$ cat config.mk
export PLATFORM = sky130hd
export DESIGN_NAME = cpu_fetch_pc_stack
export DESIGN_NICKNAME = d
export VERILOG_FILES = /design/src/hw/pc_seq_pkg.sv /design/src/hw/return_stack_ram.sv /design/src/hw/cpu_fetch_pc_stack.sv
export SDC_FILE = /design/constraint.sdc
export NUM_CORES = 1
export LEC_CHECK = 0
export ABC_CLOCK_PERIOD_IN_PS = 5270
export BUFFER_PORTS_ARGS = -buffer_cell sky130_fd_sc_hd__buf_2
export CELL_PAD_IN_SITES_DETAIL_PLACEMENT = 0
export CELL_PAD_IN_SITES_GLOBAL_PLACEMENT = 2
export CORE_MARGIN = 2
export CORE_UTILIZATION = 40
export DETAILED_ROUTE_END_ITERATION = 8
export GPL_ROUTABILITY_DRIVEN = 0
export HOLD_SLACK_MARGIN = 0.02
export PLACE_DENSITY = 0.81
export SLEW_MARGIN = 25
export SYNTH_ARGS = -nofsm -noshare
export SYNTH_HDL_FRONTEND = slang
export SYNTH_SLANG_ARGS = --single-unit
$ cat constraint.sdc
create_clock -name clock_i -period 5.27 [get_ports clock_i]
set_clock_uncertainty 0.15 [all_clocks]
set_input_delay 0.7905 -clock clock_i [delete_from_list [all_inputs] [get_ports clock_i]]
set_output_delay 0.7905 -clock clock_i [all_outputs]
set_load 0.05 [all_outputs]
$ cat src/hw/pc_seq_pkg.sv
package pc_seq_pkg;
	localparam int PC_W = 12;
	localparam int DATA_W = 8;
	localparam int INSTR_W = 16;
	localparam int STACK_DEPTH = 8;
	localparam int STACK_AW = 3;
	localparam int PHASE_COUNT = 4;
	localparam logic [PC_W-1:0] RESET_PC = 12'h000;
	localparam logic [PC_W-1:0] IRQ_VECTOR = 12'h004;
	localparam logic [3:0] STACK_EMPTY_DEPTH = 4'h0;
	localparam logic [3:0] STACK_FULL_DEPTH = 4'h8;
	localparam logic [1:0] PHASE_T1 = 2'h0;
	localparam logic [1:0] PHASE_T4 = 2'h3;

	localparam logic [7:0] OFF_PC_LOW = 8'h00;
	localparam logic [7:0] OFF_CTRL = 8'h04;
	localparam logic [7:0] OFF_STATE = 8'h08;
	localparam logic [7:0] OFF_ACC = 8'h0C;
	localparam int CTRL_RUN_BIT = 0;
	localparam logic CTRL_RUN_RESET = 1'b1;
	localparam int STATE_FLAGS_POS = 16;
	localparam logic [DATA_W-1:0] ACC_RESET = 8'h00;
	localparam logic [3:0] FLAGS_RESET = 4'h0;

	localparam int FLAG_C = 0;
	localparam int FLAG_AC = 1;
	localparam int FLAG_Z = 2;
	localparam int FLAG_OV = 3;

	localparam logic [3:0] OP_NOP = 4'h0;
	localparam logic [3:0] OP_ALU = 4'h1;
	localparam logic [3:0] OP_ALU_EXT = 4'h2;
	localparam logic [3:0] OP_BRANCH = 4'h3;
	localparam logic [3:0] OP_CALL = 4'h4;
	localparam logic [3:0] OP_SUB_RETURN = 4'h5;
	localparam logic [3:0] OP_INT_RETURN = 4'h6;
	localparam logic [3:0] OP_SKIP = 4'h7;
	localparam logic [3:0] OP_WRITE_PC_LOW = 4'h8;
	localparam logic [INSTR_W-1:0] DUMMY_INSTR = 16'h0000;

	localparam logic [1:0] SKIP_ZERO = 2'h0;
	localparam logic [1:0] SKIP_NOT_ZERO = 2'h1;
	localparam logic [1:0] SKIP_INC_ZERO = 2'h2;
	localparam logic [1:0] SKIP_DEC_ZERO = 2'h3;

	typedef enum logic [3:0] {
		ALU_ADD, ALU_ADC, ALU_SUB, ALU_SBC, ALU_DAA, ALU_AND, ALU_OR, ALU_XOR,
		ALU_CPL, ALU_RR, ALU_RRC, ALU_RL, ALU_RLC, ALU_INC, ALU_DEC, ALU_MOV
	} alu_op_t;

	typedef struct packed {
		logic psel;
		logic penable;
		logic pwrite;
		logic [7:0] paddr;
		logic [31:0] pwdata;
	} apb_req_t;

	typedef struct packed {
		logic [31:0] prdata;
		logic pready;
		logic pslverr;
	} apb_rsp_t;
endpackage

$ cat src/hw/return_stack_ram.sv
`timescale 1ns/10ps
`default_nettype none
module return_stack_ram
	import pc_seq_pkg::*;
(
	input wire logic clock_i,
	input wire logic wr_en_i,
	input wire logic [STACK_AW-1:0] wr_addr_i,
	input wire logic [PC_W-1:0] wr_data_i,
	input wire logic [STACK_AW-1:0] rd_addr_i,
	output logic [PC_W-1:0] rd_data_o
);
	logic [PC_W-1:0] mem [STACK_DEPTH];

	always_ff @(posedge clock_i) begin
		if (wr_en_i) begin
			mem[wr_addr_i] <= wr_data_i;
		end
		rd_data_o <= mem[rd_addr_i];
	end
endmodule
`default_nettype wire

$ cat src/hw/cpu_fetch_pc_stack.sv
// Overview of operation
// [RQ1] Four phases form one instruction cycle
// [RQ2] Counter advances at phase one fetch
// [RQ3] Fetch overlaps previous instruction execution
// [RQ4] Extended instructions take two cycles
// [RQ5] Branches cost one extra cycle
// [RQ6] Counter increments by one otherwise
// [RQ7] Twelve bit counter, low byte addressable
// [RQ8] Branch, call, interrupt, reset load counter
// [RQ9] Met skip discards prefetch, dummy cycle
// [RQ10] Counter low byte readable and writable
// [RQ11] Low byte write jumps within page
// [RQ12] Eight hidden return stack entries
// [RQ13] Call and interrupt acknowledge push counter
// [RQ14] Returns pop stack into counter
// [RQ15] Reset points stack at top
// [RQ16] Full stack withholds interrupt acknowledge
// [RQ17] Call on full stack drops oldest
// [RQ18] Eight bit operands, result to accumulator
// [RQ19] Operations update status flags
// [RQ20] Full arithmetic, logic, rotate, skip set
// [RQ21] Reset starts execution at zero
`timescale 1ns/10ps
`default_nettype none
module cpu_fetch_pc_stack
	import pc_seq_pkg::*;
(
	input wire logic clock_i,
	input wire logic rst_n_i,
	input wire apb_req_t apb_i,
	output apb_rsp_t apb_o,
	input wire logic [INSTR_W-1:0] prog_data_i,
	output logic [PC_W-1:0] prog_addr_o,
	output logic prog_rd_o,
	input wire logic irq_i,
	output logic irq_ack_o,
	output logic [PHASE_COUNT-1:0] instruction_phase_clocks_o
);
	logic [1:0] phase;
	logic run;
	logic [PC_W-1:0] pc;
	logic [INSTR_W-1:0] ir;
	logic ext_second;
	logic [DATA_W-1:0] acc;
	logic [3:0] flags;
	logic [STACK_AW-1:0] sp;
	logic [3:0] depth;
	logic [PC_W-1:0] stack_top;
	logic pc_low_req;
	logic [DATA_W-1:0] pc_low_data;
	logic t1_fire;
	logic t4_fire;
	logic stack_full;
	logic [PC_W-1:0] next_pc;
	logic load_pc;
	logic flush;
	logic push;
	logic pop;
	logic take_irq;
	logic pc_low_taken;
	logic ext_hold;
	logic alu_en;
	alu_op_t alu_op;
	logic [DATA_W-1:0] operand;
	logic [DATA_W-1:0] next_acc;
	logic [3:0] next_flags;
	logic [PC_W-1:0] return_addr;
	logic [3:0] op_class;
	logic apb_write;
	logic apb_setup;

	assign op_class = ir[15:12];
	assign stack_full = (depth == STACK_FULL_DEPTH);
	// The fetched word belongs to pc - 1, so that is where execution resumes
	assign return_addr = pc - 12'h001;
	assign t1_fire = run && (phase == PHASE_T1);
	assign t4_fire = run && (phase == PHASE_T4);
	assign apb_setup = apb_i.psel && !apb_i.penable;
	assign apb_write = apb_i.psel && apb_i.penable && apb_o.pready && apb_i.pwrite;

	always_ff @(posedge clock_i or negedge rst_n_i) begin
		if (!rst_n_i) begin
			phase <= PHASE_T1;
			instruction_phase_clocks_o <= 4'h0;
		end else if (run) begin
			phase <= phase + 2'h1; // see [RQ1]
			instruction_phase_clocks_o <= 4'h1 << phase;
		end else begin
			instruction_phase_clocks_o <= 4'h0;
		end
	end

	always_comb begin
		next_pc = pc;
		load_pc = 1'b0;
		flush = 1'b0;
		push = 1'b0;
		pop = 1'b0;
		take_irq = 1'b0;
		pc_low_taken = 1'b0;
		ext_hold = 1'b0;
		alu_en = 1'b0;
		alu_op = alu_op_t'(ir[11:8]);
		operand = ir[7:0];
		case (op_class)
			OP_ALU: begin
				alu_en = 1'b1;
			end
			OP_ALU_EXT: begin
				if (ext_second) begin
					alu_en = 1'b1; // see [RQ4]
				end else begin
					ext_hold = 1'b1;
					load_pc = 1'b1;
					next_pc = return_addr;
				end
			end
			OP_BRANCH: begin
				load_pc = 1'b1; // see [RQ5] [RQ8]
				flush = 1'b1;
				next_pc = ir[PC_W-1:0];
			end
			OP_CALL: begin
				load_pc = 1'b1;
				flush = 1'b1;
				push = 1'b1; // see [RQ13] [RQ17]
				next_pc = ir[PC_W-1:0];
			end
			OP_SUB_RETURN, OP_INT_RETURN: begin
				load_pc = 1'b1;
				flush = 1'b1;
				pop = 1'b1; // see [RQ14]
				next_pc = stack_top;
			end
			OP_SKIP: begin
				case (ir[9:8])
					SKIP_ZERO: flush = (acc == 8'h00);
					SKIP_NOT_ZERO: flush = (acc != 8'h00);
					SKIP_INC_ZERO: begin
						alu_en = 1'b1;
						alu_op = ALU_INC;
						flush = (acc == 8'hFF);
					end
					default: begin
						alu_en = 1'b1;
						alu_op = ALU_DEC;
						flush = (acc == 8'h01);
					end
				endcase
			end
			OP_WRITE_PC_LOW: begin
				load_pc = 1'b1;
				flush = 1'b1;
				next_pc = {pc[PC_W-1:DATA_W], acc}; // see [RQ11]
			end
			default: begin
			end
		endcase
		// Interrupts only enter at a plain instruction boundary
		if (!load_pc && !flush && irq_i && !stack_full) begin
			take_irq = 1'b1; // see [RQ16]
			push = 1'b1;
			load_pc = 1'b1;
			flush = 1'b1;
			next_pc = IRQ_VECTOR;
		end else if (!load_pc && !flush && pc_low_req) begin
			pc_low_taken = 1'b1;
			load_pc = 1'b1;
			flush = 1'b1;
			next_pc = {pc[PC_W-1:DATA_W], pc_low_data}; // see [RQ11]
		end
	end

	always_ff @(posedge clock_i or negedge rst_n_i) begin
		if (!rst_n_i) begin
			pc <= RESET_PC; // see [RQ21] [RQ8]
			prog_addr_o <= RESET_PC;
			prog_rd_o <= 1'b0;
		end else begin
			prog_rd_o <= t1_fire;
			if (t1_fire) begin
				prog_addr_o <= pc;
				pc <= pc + 12'h001; // see [RQ2] [RQ6]
			end else if (t4_fire && load_pc) begin
				pc <= next_pc; // see [RQ8]
			end
		end
	end

	always_ff @(posedge clock_i or negedge rst_n_i) begin
		if (!rst_n_i) begin
			ir <= DUMMY_INSTR;
			ext_second <= 1'b0;
			irq_ack_o <= 1'b0;
		end else begin
			irq_ack_o <= t4_fire && take_irq;
			if (t4_fire) begin
				ext_second <= ext_hold;
				if (ext_hold) begin
					ir <= ir;
				end else if (flush) begin
					ir <= DUMMY_INSTR; // see [RQ9] [RQ5]
				end else begin
					ir <= prog_data_i; // see [RQ3]
				end
			end
		end
	end

	// Overflow wraps the pointer; depth saturates so the oldest entry is lost
	always_ff @(posedge clock_i or negedge rst_n_i) begin
		if (!rst_n_i) begin
			sp <= 3'h0; // see [RQ15]
			depth <= STACK_EMPTY_DEPTH;
		end else if (t4_fire && push) begin
			sp <= sp + 3'h1;
			if (!stack_full) begin
				depth <= depth + 4'h1; // see [RQ17]
			end
		end else if (t4_fire && pop) begin
			sp <= sp - 3'h1;
			if (depth != STACK_EMPTY_DEPTH) begin
				depth <= depth - 4'h1;
			end
		end
	end

	return_stack_ram u_stack (
		.clock_i(clock_i),
		.wr_en_i(t4_fire && push),
		.wr_addr_i(sp),
		.wr_data_i(return_addr),
		.rd_addr_i(sp - 3'h1),
		.rd_data_o(stack_top)
	); // see [RQ12]

	always_comb begin
		logic [8:0] sum;
		sum = 9'h000;
		next_acc = acc;
		next_flags = flags;
		case (alu_op)
			ALU_ADD, ALU_ADC: begin
				sum = {1'b0, acc} + {1'b0, operand} + 9'((alu_op == ALU_ADC) & flags[FLAG_C]);
				next_flags[FLAG_C] = sum[8];
				next_flags[FLAG_AC] = (acc[3:0] + operand[3:0]) > 5'h0F;
				next_flags[FLAG_OV] = (acc[7] == operand[7]) && (sum[7] != acc[7]);
			end
			ALU_SUB, ALU_SBC: begin
				// Carry set means no borrow
				sum = {1'b0, acc} + {1'b0, ~operand}
					+ 9'((alu_op == ALU_SUB) | flags[FLAG_C]);
				next_flags[FLAG_C] = sum[8];
				next_flags[FLAG_AC] = acc[3:0] >= operand[3:0];
				next_flags[FLAG_OV] = (acc[7] != operand[7]) && (sum[7] != acc[7]);
			end
			ALU_DAA: begin
				sum = {1'b0, acc};
				if (acc[3:0] > 4'h9 || flags[FLAG_AC]) begin
					sum = sum + 9'h006;
				end
				if (sum[7:4] > 4'h9 || flags[FLAG_C] || sum[8]) begin
					sum = sum + 9'h060;
				end
				next_flags[FLAG_C] = sum[8] | flags[FLAG_C];
			end
			ALU_AND: sum = {1'b0, acc & operand};
			ALU_OR: sum = {1'b0, acc | operand};
			ALU_XOR: sum = {1'b0, acc ^ operand};
			ALU_CPL: sum = {1'b0, ~acc};
			ALU_RR: sum = {1'b0, acc[0], acc[7:1]};
			ALU_RL: sum = {1'b0, acc[6:0], acc[7]};
			ALU_RRC: begin
				sum = {1'b0, flags[FLAG_C], acc[7:1]};
				next_flags[FLAG_C] = acc[0];
			end
			ALU_RLC: begin
				sum = {1'b0, acc[6:0], flags[FLAG_C]};
				next_flags[FLAG_C] = acc[7];
			end
			ALU_INC: sum = {1'b0, acc + 8'h01};
			ALU_DEC: sum = {1'b0, acc - 8'h01};
			ALU_MOV: sum = {1'b0, operand};
			default: sum = {1'b0, acc};
		endcase
		next_acc = sum[7:0];
		// Rotates and MOV leave zero alone
		if (!(alu_op inside {ALU_RR, ALU_RL, ALU_RRC, ALU_RLC, ALU_MOV})) begin
			next_flags[FLAG_Z] = (sum[7:0] == 8'h00);
		end
	end

	always_ff @(posedge clock_i or negedge rst_n_i) begin
		if (!rst_n_i) begin
			acc <= ACC_RESET;
			flags <= FLAGS_RESET;
		end else if (t4_fire && alu_en) begin
			acc <= next_acc; // see [RQ18] [RQ20]
			flags <= next_flags; // see [RQ19]
		end
	end

	// A software write that lands as the core takes the old one is kept
	always_ff @(posedge clock_i or negedge rst_n_i) begin
		if (!rst_n_i) begin
			pc_low_req <= 1'b0;
			pc_low_data <= 8'h00;
		end else if (apb_write && apb_i.paddr == OFF_PC_LOW) begin
			pc_low_req <= 1'b1; // see [RQ10]
			pc_low_data <= apb_i.pwdata[7:0];
		end else if (t4_fire && pc_low_taken) begin
			pc_low_req <= 1'b0;
		end
	end

	always_ff @(posedge clock_i or negedge rst_n_i) begin
		if (!rst_n_i) begin
			run <= CTRL_RUN_RESET;
		end else if (apb_write && apb_i.paddr == OFF_CTRL) begin
			run <= apb_i.pwdata[CTRL_RUN_BIT];
		end
	end

	always_ff @(posedge clock_i or negedge rst_n_i) begin
		if (!rst_n_i) begin
			apb_o <= '0;
		end else begin
			apb_o.pready <= apb_setup;
			apb_o.pslverr <= 1'b0;
			apb_o.prdata <= 32'h00000000;
			if (apb_setup) begin
				case (apb_i.paddr)
					OFF_PC_LOW: apb_o.prdata <= {24'h000000, pc[7:0]}; // see [RQ10] [RQ7]
					OFF_CTRL: apb_o.prdata <= {31'h00000000, run};
					OFF_STATE: apb_o.prdata <= {12'h000, flags, 4'h0, pc};
					OFF_ACC: apb_o.prdata <= {24'h000000, acc};
					default: apb_o.pslverr <= 1'b1;
				endcase
			end
		end
	end

	a_phase_wrap: assert property (@(posedge clock_i) disable iff (!rst_n_i) // see [RQ1]
		t4_fire |=> phase == PHASE_T1)
		else $error("phase did not wrap to T1");
	a_pc_increment: assert property (@(posedge clock_i) disable iff (!rst_n_i) // see [RQ2]
		t1_fire |=> pc == $past(pc) + 12'h001 && prog_addr_o == $past(pc))
		else $error("fetch did not advance counter");
	a_branch_dummy: assert property (@(posedge clock_i) disable iff (!rst_n_i) // see [RQ9]
		t4_fire && flush && !ext_hold |=> ir == DUMMY_INSTR)
		else $error("prefetch not discarded");
	a_ack_not_full: assert property (@(posedge clock_i) disable iff (!rst_n_i) // see [RQ16]
		irq_ack_o |-> $past(depth) != STACK_FULL_DEPTH)
		else $error("acknowledge with full stack");
	a_pc_low_page: assert property (@(posedge clock_i) disable iff (!rst_n_i) // see [RQ11]
		t4_fire && pc_low_taken |=> pc[11:8] == $past(pc[11:8]) && pc[7:0] == $past(pc_low_data))
		else $error("low byte jump left page");
	a_push_depth: assert property (@(posedge clock_i) disable iff (!rst_n_i) // see [RQ17]
		t4_fire && push |=> depth == ($past(stack_full) ? STACK_FULL_DEPTH : $past(depth) + 4'h1))
		else $error("stack depth wrong after push");
	a_pop_restore: assert property (@(posedge clock_i) disable iff (!rst_n_i) // see [RQ14]
		t4_fire && pop |=> pc == $past(stack_top) ##4 prog_addr_o == $past(stack_top, 5))
		else $error("return address not restored");
	a_ext_two: assert property (@(posedge clock_i) disable iff (!rst_n_i) // see [RQ4]
		t4_fire && ext_hold |=> ext_second && !t4_fire ##3 t4_fire && alu_en)
		else $error("extended op not two cycles");
	a_apb_answer: assert property (@(posedge clock_i) disable iff (!rst_n_i)
		apb_setup |=> apb_o.pready)
		else $error("no bus answer");

	c_call: cover property (@(posedge clock_i) disable iff (!rst_n_i) t4_fire && op_class == OP_CALL);
	c_irq: cover property (@(posedge clock_i) disable iff (!rst_n_i) irq_ack_o);
	c_full_wait: cover property (@(posedge clock_i) disable iff (!rst_n_i) irq_i && stack_full);
	c_skip: cover property (@(posedge clock_i) disable iff (!rst_n_i)
		t4_fire && op_class == OP_SKIP && flush);
endmodule
`default_nettype wire

# Word-level counts from Yosys, hierarchy flattened
# Memory sizes are Yosys's and may differ from the RTL's. A register that Yosys moved wholly into a read port is not among the register bits.
# Index checks and enable logic that the tools add are counted.
# op_classes
n_addsub	16
magnitude_cmp	4
eq_ne	41
shift	1
muxes	50
bitwise	10
n_reduce_logical	58
# op_table
operator	count
case mux 8 bit (14 select lines)	1
case mux 20 bit (4 select lines)	1
two-way mux 12 bit	5
case mux 12 bit (4 select lines)	1
== test 4 bit, second input constant	10
two-way mux 9 bit	4
== test 4 x 3 -> 1 bit, second input constant	8
logical NOT 8 bit	3
two-way mux 4 bit	6
logical AND 1 bit	20
two-way mux 1 bit	20
two-way mux 20 bit	1
adder 8 x 8 -> 9 bit	2
adder 9 x 1 -> 9 bit	2
== test 4 x 2 -> 1 bit, second input constant	4
== test 8 x 4 -> 1 bit, second input constant	2
two-way mux 16 bit	1
inverter 8 bit	2
nonzero test 5 bit	3
adder 12 x 1 -> 12 bit, second input constant	1
subtractor 12 x 1 -> 12 bit, second input constant	1
nonzero test 2 bit	5
OR reduction 2 bit	5
adder 8 x 3 -> 9 bit, second input constant	1
other kinds (48)	71
# word_totals
regBits	112
mem_bits_rw	96
out_inout_bits	52
mem_count	1
# memory_table
memory	depth	width	read_ports	rd_clocked_by_memory_dff	wr	line	rtl
u_stack.mem	8	12	1	1	1	return_stack_ram.sv:13	logic [PC_W-1:0] mem [STACK_DEPTH];

# Longest topological paths before layout
# logic_depth
ltp_word	13
mapped_depth	20
ltp_nobuf	17

# By module
# From an unflattened synthesis, not the netlist that was laid out.
# unflattened
hier_cells	1070
area_unflattened_um2	11646.2
# modules_own_cells
mod	instances	cells_each	area_each_um2	seq_area_each_um2
cpu_fetch_pc_stack	1	906	7658.6	2378.5
return_stack_ram	1	164	3987.6	3123.0

# Worst setup path before layout
# No wires, ideal clock.
# synth_timing
kind	flip-flop to flip-flop
startpoint	register ir[9]
endpoint	register flags[2]
arrival_time_ps	4132
required_ps	5039
setup_slack_ps	906
path_stages_with_launch	20
path_cell_list	dfrtp_1 buf_2 buf_2 inv_1 ha_1 buf_2 nor2b_1 and3_1 o211a_1 fa_1 fa_1 a21o_1 a21oi_1 o21bai_1 a21oi_1 xnor2_1 nor2_1 a31oi_1 or4_1 o22ai_2
# synth_between
elab_chain_len	9
word_cells_on_any_way	36
# synth_lines
element	line	rtl
start, declared	cpu_fetch_pc_stack.sv:42	logic [INSTR_W-1:0] ir;
start signal, assigned	cpu_fetch_pc_stack.sv:200	ir <= ir;
start signal, assigned	cpu_fetch_pc_stack.sv:204	ir <= prog_data_i;
== test 2 x 1 -> 1 bit or logical NOT 2 bit (tied branches)	cpu_fetch_pc_stack.sv:136	case (ir[9:8])
OR reduction 2 bit (no source line)	--	
case mux 4 bit (2 select lines)	cpu_fetch_pc_stack.sv:136	
two-way mux 4 bit	cpu_fetch_pc_stack.sv:105	case (op_class)
== test 4 x 2 -> 1 bit or == test 4 x 1 -> 1 bit (tied branches)	cpu_fetch_pc_stack.sv:242, cpu_fetch_pc_stack.sv:252, cpu_fetch_pc_stack.sv:244	
OR 1 bit or bitwise AND 1 bit (tied branches)	cpu_fetch_pc_stack.sv:252, cpu_fetch_pc_stack.sv:244	
adder 9 x 1 -> 9 bit (on tied branches)	cpu_fetch_pc_stack.sv:252, cpu_fetch_pc_stack.sv:244	
case mux 8 bit (14 select lines)	cpu_fetch_pc_stack.sv:242	case (alu_op)
logical NOT 8 bit	cpu_fetch_pc_stack.sv:289	next_flags[FLAG_Z] = (sum[7:0] == 8'h00);
end signal, assigned	cpu_fetch_pc_stack.sv:299	flags <= next_flags;
end, declared	cpu_fetch_pc_stack.sv:45	logic [3:0] flags;
# Parallel ways exist; a longest one is shown, timed or not.
# A chain may end at the register's enable or synchronous reset.

# Worst setup path in the final report
# layout_timing
startpoint	register ir[8]
endpoint	register flags[2]
# The elaborated chain is that of the path after synthesis.

==> results.sh <==
export IMPL_drt_first_pass_iters=6
export IMPL_fraction_of_final_layout_cells_with_drive_strength_greater_than_1_pct=19.6
export IMPL_critical_path_slowest_cell="sky130_fd_sc_hd__or4_1"
export IMPL_post_cts_buffers=0
export IMPL_globalRouteMet2Util_pct=38.5
export IMPL_holdBufCountCts=0
export IMPL_critical_path_cell_chain="ha_1, nor3b_1, mux2i_1, nor3_1, a31o_2, fa_1, inv_1, fa_1, o21bai_1, a21oi_1, o31ai_1, xnor2_1, o22ai_1, a31oi_1, a31oi_1, or4_1, o22ai_2"
export IMPL_maxClockFrequency_mhz=221
export IMPL_grt_max_degree=52
export IMPL_p_leak_nw=5.21
export IMPL_power_switching_share_pct=22.8
export IMPL_grt_antenna_before_repair=1
export IMPL_reg_to_reg_slack_setup_ns=0.74
export IMPL_design_area_sq_um=13300
export IMPL_setup_viol=0
export IMPL_insertion_delay_ns=0.54
export IMPL_cts_sinks=203
export IMPL_layout_nets=1261
export IMPL_drt_iter0_markers=880
export IMPL_post_synth_cell_area_avg_sq_um=10.8
export IMPL_ff_latch_area_sq_um=5510
export IMPL_ir_worst_vdd_mv=0.297
export IMPL_grt_setup_unrepaired="false"
export IMPL_cpPeakStageDelay_ns=0.56
export IMPL_cts_max_level=1
export IMPL_timing_setup_tns_ns=0
export IMPL_vias=8985
export IMPL_ctsResizeCount=0
export IMPL_synthXorXnorAreaFrac_pct=2.93
export IMPL_detail_route_wl_per_cell_um=22.8
export IMPL_synth_yosys_seq_area_share_pct=47.1
export IMPL_die_height_um=175
export IMPL_drt_drc_violations_left=0
export IMPL_area_growth_synth_to_final_pct=14.0
export IMPL_portBuffers=73
export IMPL_power_frac_clock_pct=48.1
export IMPL_layout_worst_path_cycle_share_pct=86.0
export IMPL_globalRouteMet1Util_pct=31.0
export IMPL_gate_count_post_synth=1080
export IMPL_timing_worst_setup_path_type="flop to flop"
export IMPL_grt_util_all_layers_pct=23.0
export IMPL_maxSlewViolCount=0
export IMPL_synthSimpleGateAreaFrac_pct=13.3
export IMPL_postPlaceCellArea_sq_um=12500
export IMPL_clock_tree_buffer_depth=3
export IMPL_ff_to_ff_start="ir[8]"
export IMPL_cts_clk_slew_worst_paths_ns=0.07
export IMPL_grt_pass1_wl_um=53700
export IMPL_worst_setup_path_start_kind="flop"
export IMPL_grtUsageMet3_pct=3.39
export IMPL_drt_vias_per_instance=5.80
export IMPL_cap_viol_max_count=0
export IMPL_crit_arrival_ns=4.83
export IMPL_detail_route_antenna_nets=0
export IMPL_clock_tree_from_tritoncts="built"
export IMPL_reg2reg_to="flags[2]"
export IMPL_top_usage_layer="met2"
export IMPL_rows=62
export IMPL_fin_cells=1549
export IMPL_synth_edff_count=96
export IMPL_synthMuxAreaShare_pct=8.67
export IMPL_synth_top_cells_by_area="sky130_fd_sc_hd__edfxtp_1 (25%), sky130_fd_sc_hd__dfrtp_1 (20%), sky130_fd_sc_hd__ha_1 (4.9%)"
export IMPL_multi_input_comb_area_sq_um=5710
export IMPL_gr_overflow_total=0
export IMPL_starting_density_of_the_core_pct=40.7
export IMPL_number_of_global_route_vias_before_repair=8741
export IMPL_worstSetupEndpointType="flop"
export IMPL_adder_cell_fraction_of_synth_area_pct=5.96
export IMPL_switching_power_mw=0.804
export IMPL_synth_area_leader_cell="sky130_fd_sc_hd__edfxtp_1"
export IMPL_fin_crit_ns=4.53
export IMPL_synth_top_family_by_area="compound AO/OA/AOI/OAI gates"
export IMPL_seq_power_share_pct=48.1
export IMPL_cts_inserted_buffers=23
export IMPL_hold_violations=0
export IMPL_synth_yosys_warnings=0
export IMPL_dpl_hpwl_um=25000
export IMPL_yosys_area_top_type_share_pct=24.7
export IMPL_clock_root_buffer="sky130_fd_sc_hd__clkbuf_16"
export IMPL_synth_cell_area_sq_um=11700
export IMPL_fill_cells=2705
export IMPL_power_per_cell_area_nw_per_um2=265
export IMPL_required_ns=5.57
export IMPL_design_portCount=114
export IMPL_tightest_slew_ns=0.960
export IMPL_cell_internal_pwr_mw=2.73
export IMPL_floorplan_die_area_sq_um=30600
export IMPL_post_route_worst_setup_slack_ns=0.740
export IMPL_power_mw=3.53
export IMPL_worstHoldPathType="primary input to async pin"
export IMPL_async_reset_ff_share_pct=46.8
export IMPL_r2r_cells=17
export IMPL_floorplan_core_area_sq_um=28700
export IMPL_pre_cts_slack_ns=0.767
export IMPL_die_width_um=175
export IMPL_routed_wirelength_um=35300
export IMPL_netlist_cell_type_count=83
export IMPL_cp_max_fo=10
export IMPL_gate_power_share_pct=3.8
export IMPL_timing_max_slew_rel_slack_pct=35.8
export IMPL_synth_top_flop_cell="sky130_fd_sc_hd__edfxtp_1"
export IMPL_synth_compound_gate_area_share_pct=16.9
export IMPL_run_status="finished, final reports clean"
export IMPL_ys_seq_elements=203
export IMPL_placed_cells=1506
logic make-up (layout without fill, tap and decap cells):
group | Yosys count | count (layout)
and+or+nand+nor | 311 | 311
AOI/OAI and AO/OA | 277 | 277
DFF | 203 | 203
buffers and inverters | 130 | 199
muxes | 67 | 67
adders and majority gates | 52 | 52
xor gates and xnor gates | 39 | 39
other | 1 | 17
per-layer routing:
layer | part of all wire, % | up-vias
li1 | - | 4150
met1 | 43 | 4449
met2 | 48 | 320
met3 | 6.3 | 66
met4 | 3.0 | 0
met5 | 0 | -
worst max-delay path: cells and delay by family (launching register included):
kind	cells	cell delay, ns
fa+ha+maj	3	0.94
flops	1	0.51
xor+xnor	1	0.18
mux	1	0.11
buf+inv	1	0.06
simple gates	3	0.98
compound gates	8	1.51
through the flow:
stage	hold slack, ns	util, %
floorplan	0.304	-
global placement	0.310	43.5
detailed placement	0.312	43.6
CTS	0.192	46.3
global route	0.215	46.4
finish	0.163	46.4
cell usage after synthesis, types with 14 or more instances:
library cell	n
sky130_fd_sc_hd__a21o_1	14
sky130_fd_sc_hd__a21oi_1	44
sky130_fd_sc_hd__a22o_1	18
sky130_fd_sc_hd__a22oi_1	22
sky130_fd_sc_hd__buf_4	17
sky130_fd_sc_hd__clkbuf_1	42
sky130_fd_sc_hd__dfrtp_1	94
sky130_fd_sc_hd__edfxtp_1	96
sky130_fd_sc_hd__ha_1	46
sky130_fd_sc_hd__inv_1	47
sky130_fd_sc_hd__mux2_2	29
sky130_fd_sc_hd__mux4_2	24
sky130_fd_sc_hd__nand2_1	95
sky130_fd_sc_hd__nand3_1	24
sky130_fd_sc_hd__nor2_1	69
sky130_fd_sc_hd__nor3_1	26
sky130_fd_sc_hd__o21ai_0	49
sky130_fd_sc_hd__xnor2_1	26
flip-flops by register name, indices dropped and copies added (netlist names), 3 cells and up:
| name | cells |
|---|---|
| sp | 3 |
| acc | 8 |
| depth | 4 |
| u_stack.rd_data_o | 12 |
| apb_o | 18 |
| pc_low_data | 8 |
| pc | 12 |
| prog_addr_o | 12 |
| u_stack.mem | 96 |
| flags | 4 |
| ir | 16 |
| instruction_phase_clocks_o | 3 |
worst max-delay path by stage:
stage | start | end | slack [ns]
after floorplan | ir[9] | flags[2] | 0.91
after global placement | ir[8] | flags[2] | 0.78
after detailed placement | ir[8] | flags[2] | 0.77
after CTS | ir[8] | flags[2] | 0.76
after global routing | ir[8] | flags[2] | 0.43
final | ir[8] | flags[2] | 0.74
power groups by stage:
stage	Combinational, mW	Clock, mW	Sequential, mW
global route	0.147	1.80	1.70
CTS	0.137	1.74	1.70
floorplan	0.0794	0	1.73
global placement	0.135	0	1.73
detailed placement	0.137	0	1.73
finish	0.134	1.70	1.70
area by class of cell:
class,count,area share (%)
tap,384,3.61
clock inverter,14,1.46
clock buffer,28,4.54
timing repair buffer,109,4.79
sequential,203,41.4
multi-input combinational,762,42.9
inverter,48,1.35
antenna,1,0.0188
cells in the final DEF (no fill, tap or decap), types with 13 or more instances in the layout:
master	count
sky130_fd_sc_hd__buf_2	72
sky130_fd_sc_hd__edfxtp_1	96
sky130_fd_sc_hd__conb_1	16
sky130_fd_sc_hd__nor2_1	68
sky130_fd_sc_hd__and2_1	13
sky130_fd_sc_hd__nand3_1	24
sky130_fd_sc_hd__clkbuf_16	23
sky130_fd_sc_hd__a211oi_1	13
sky130_fd_sc_hd__a21o_1	14
sky130_fd_sc_hd__a21oi_1	44
sky130_fd_sc_hd__inv_1	47
sky130_fd_sc_hd__mux4_2	24
sky130_fd_sc_hd__dfrtp_1	93
sky130_fd_sc_hd__buf_4	37
sky130_fd_sc_hd__nor3_1	21
sky130_fd_sc_hd__a22oi_1	22
sky130_fd_sc_hd__ha_1	45
sky130_fd_sc_hd__mux2_2	29
sky130_fd_sc_hd__a22o_1	18
sky130_fd_sc_hd__nand2_1	95
sky130_fd_sc_hd__o21ai_0	49
sky130_fd_sc_hd__xnor2_1	26
(Power assumes the default switching activity.)
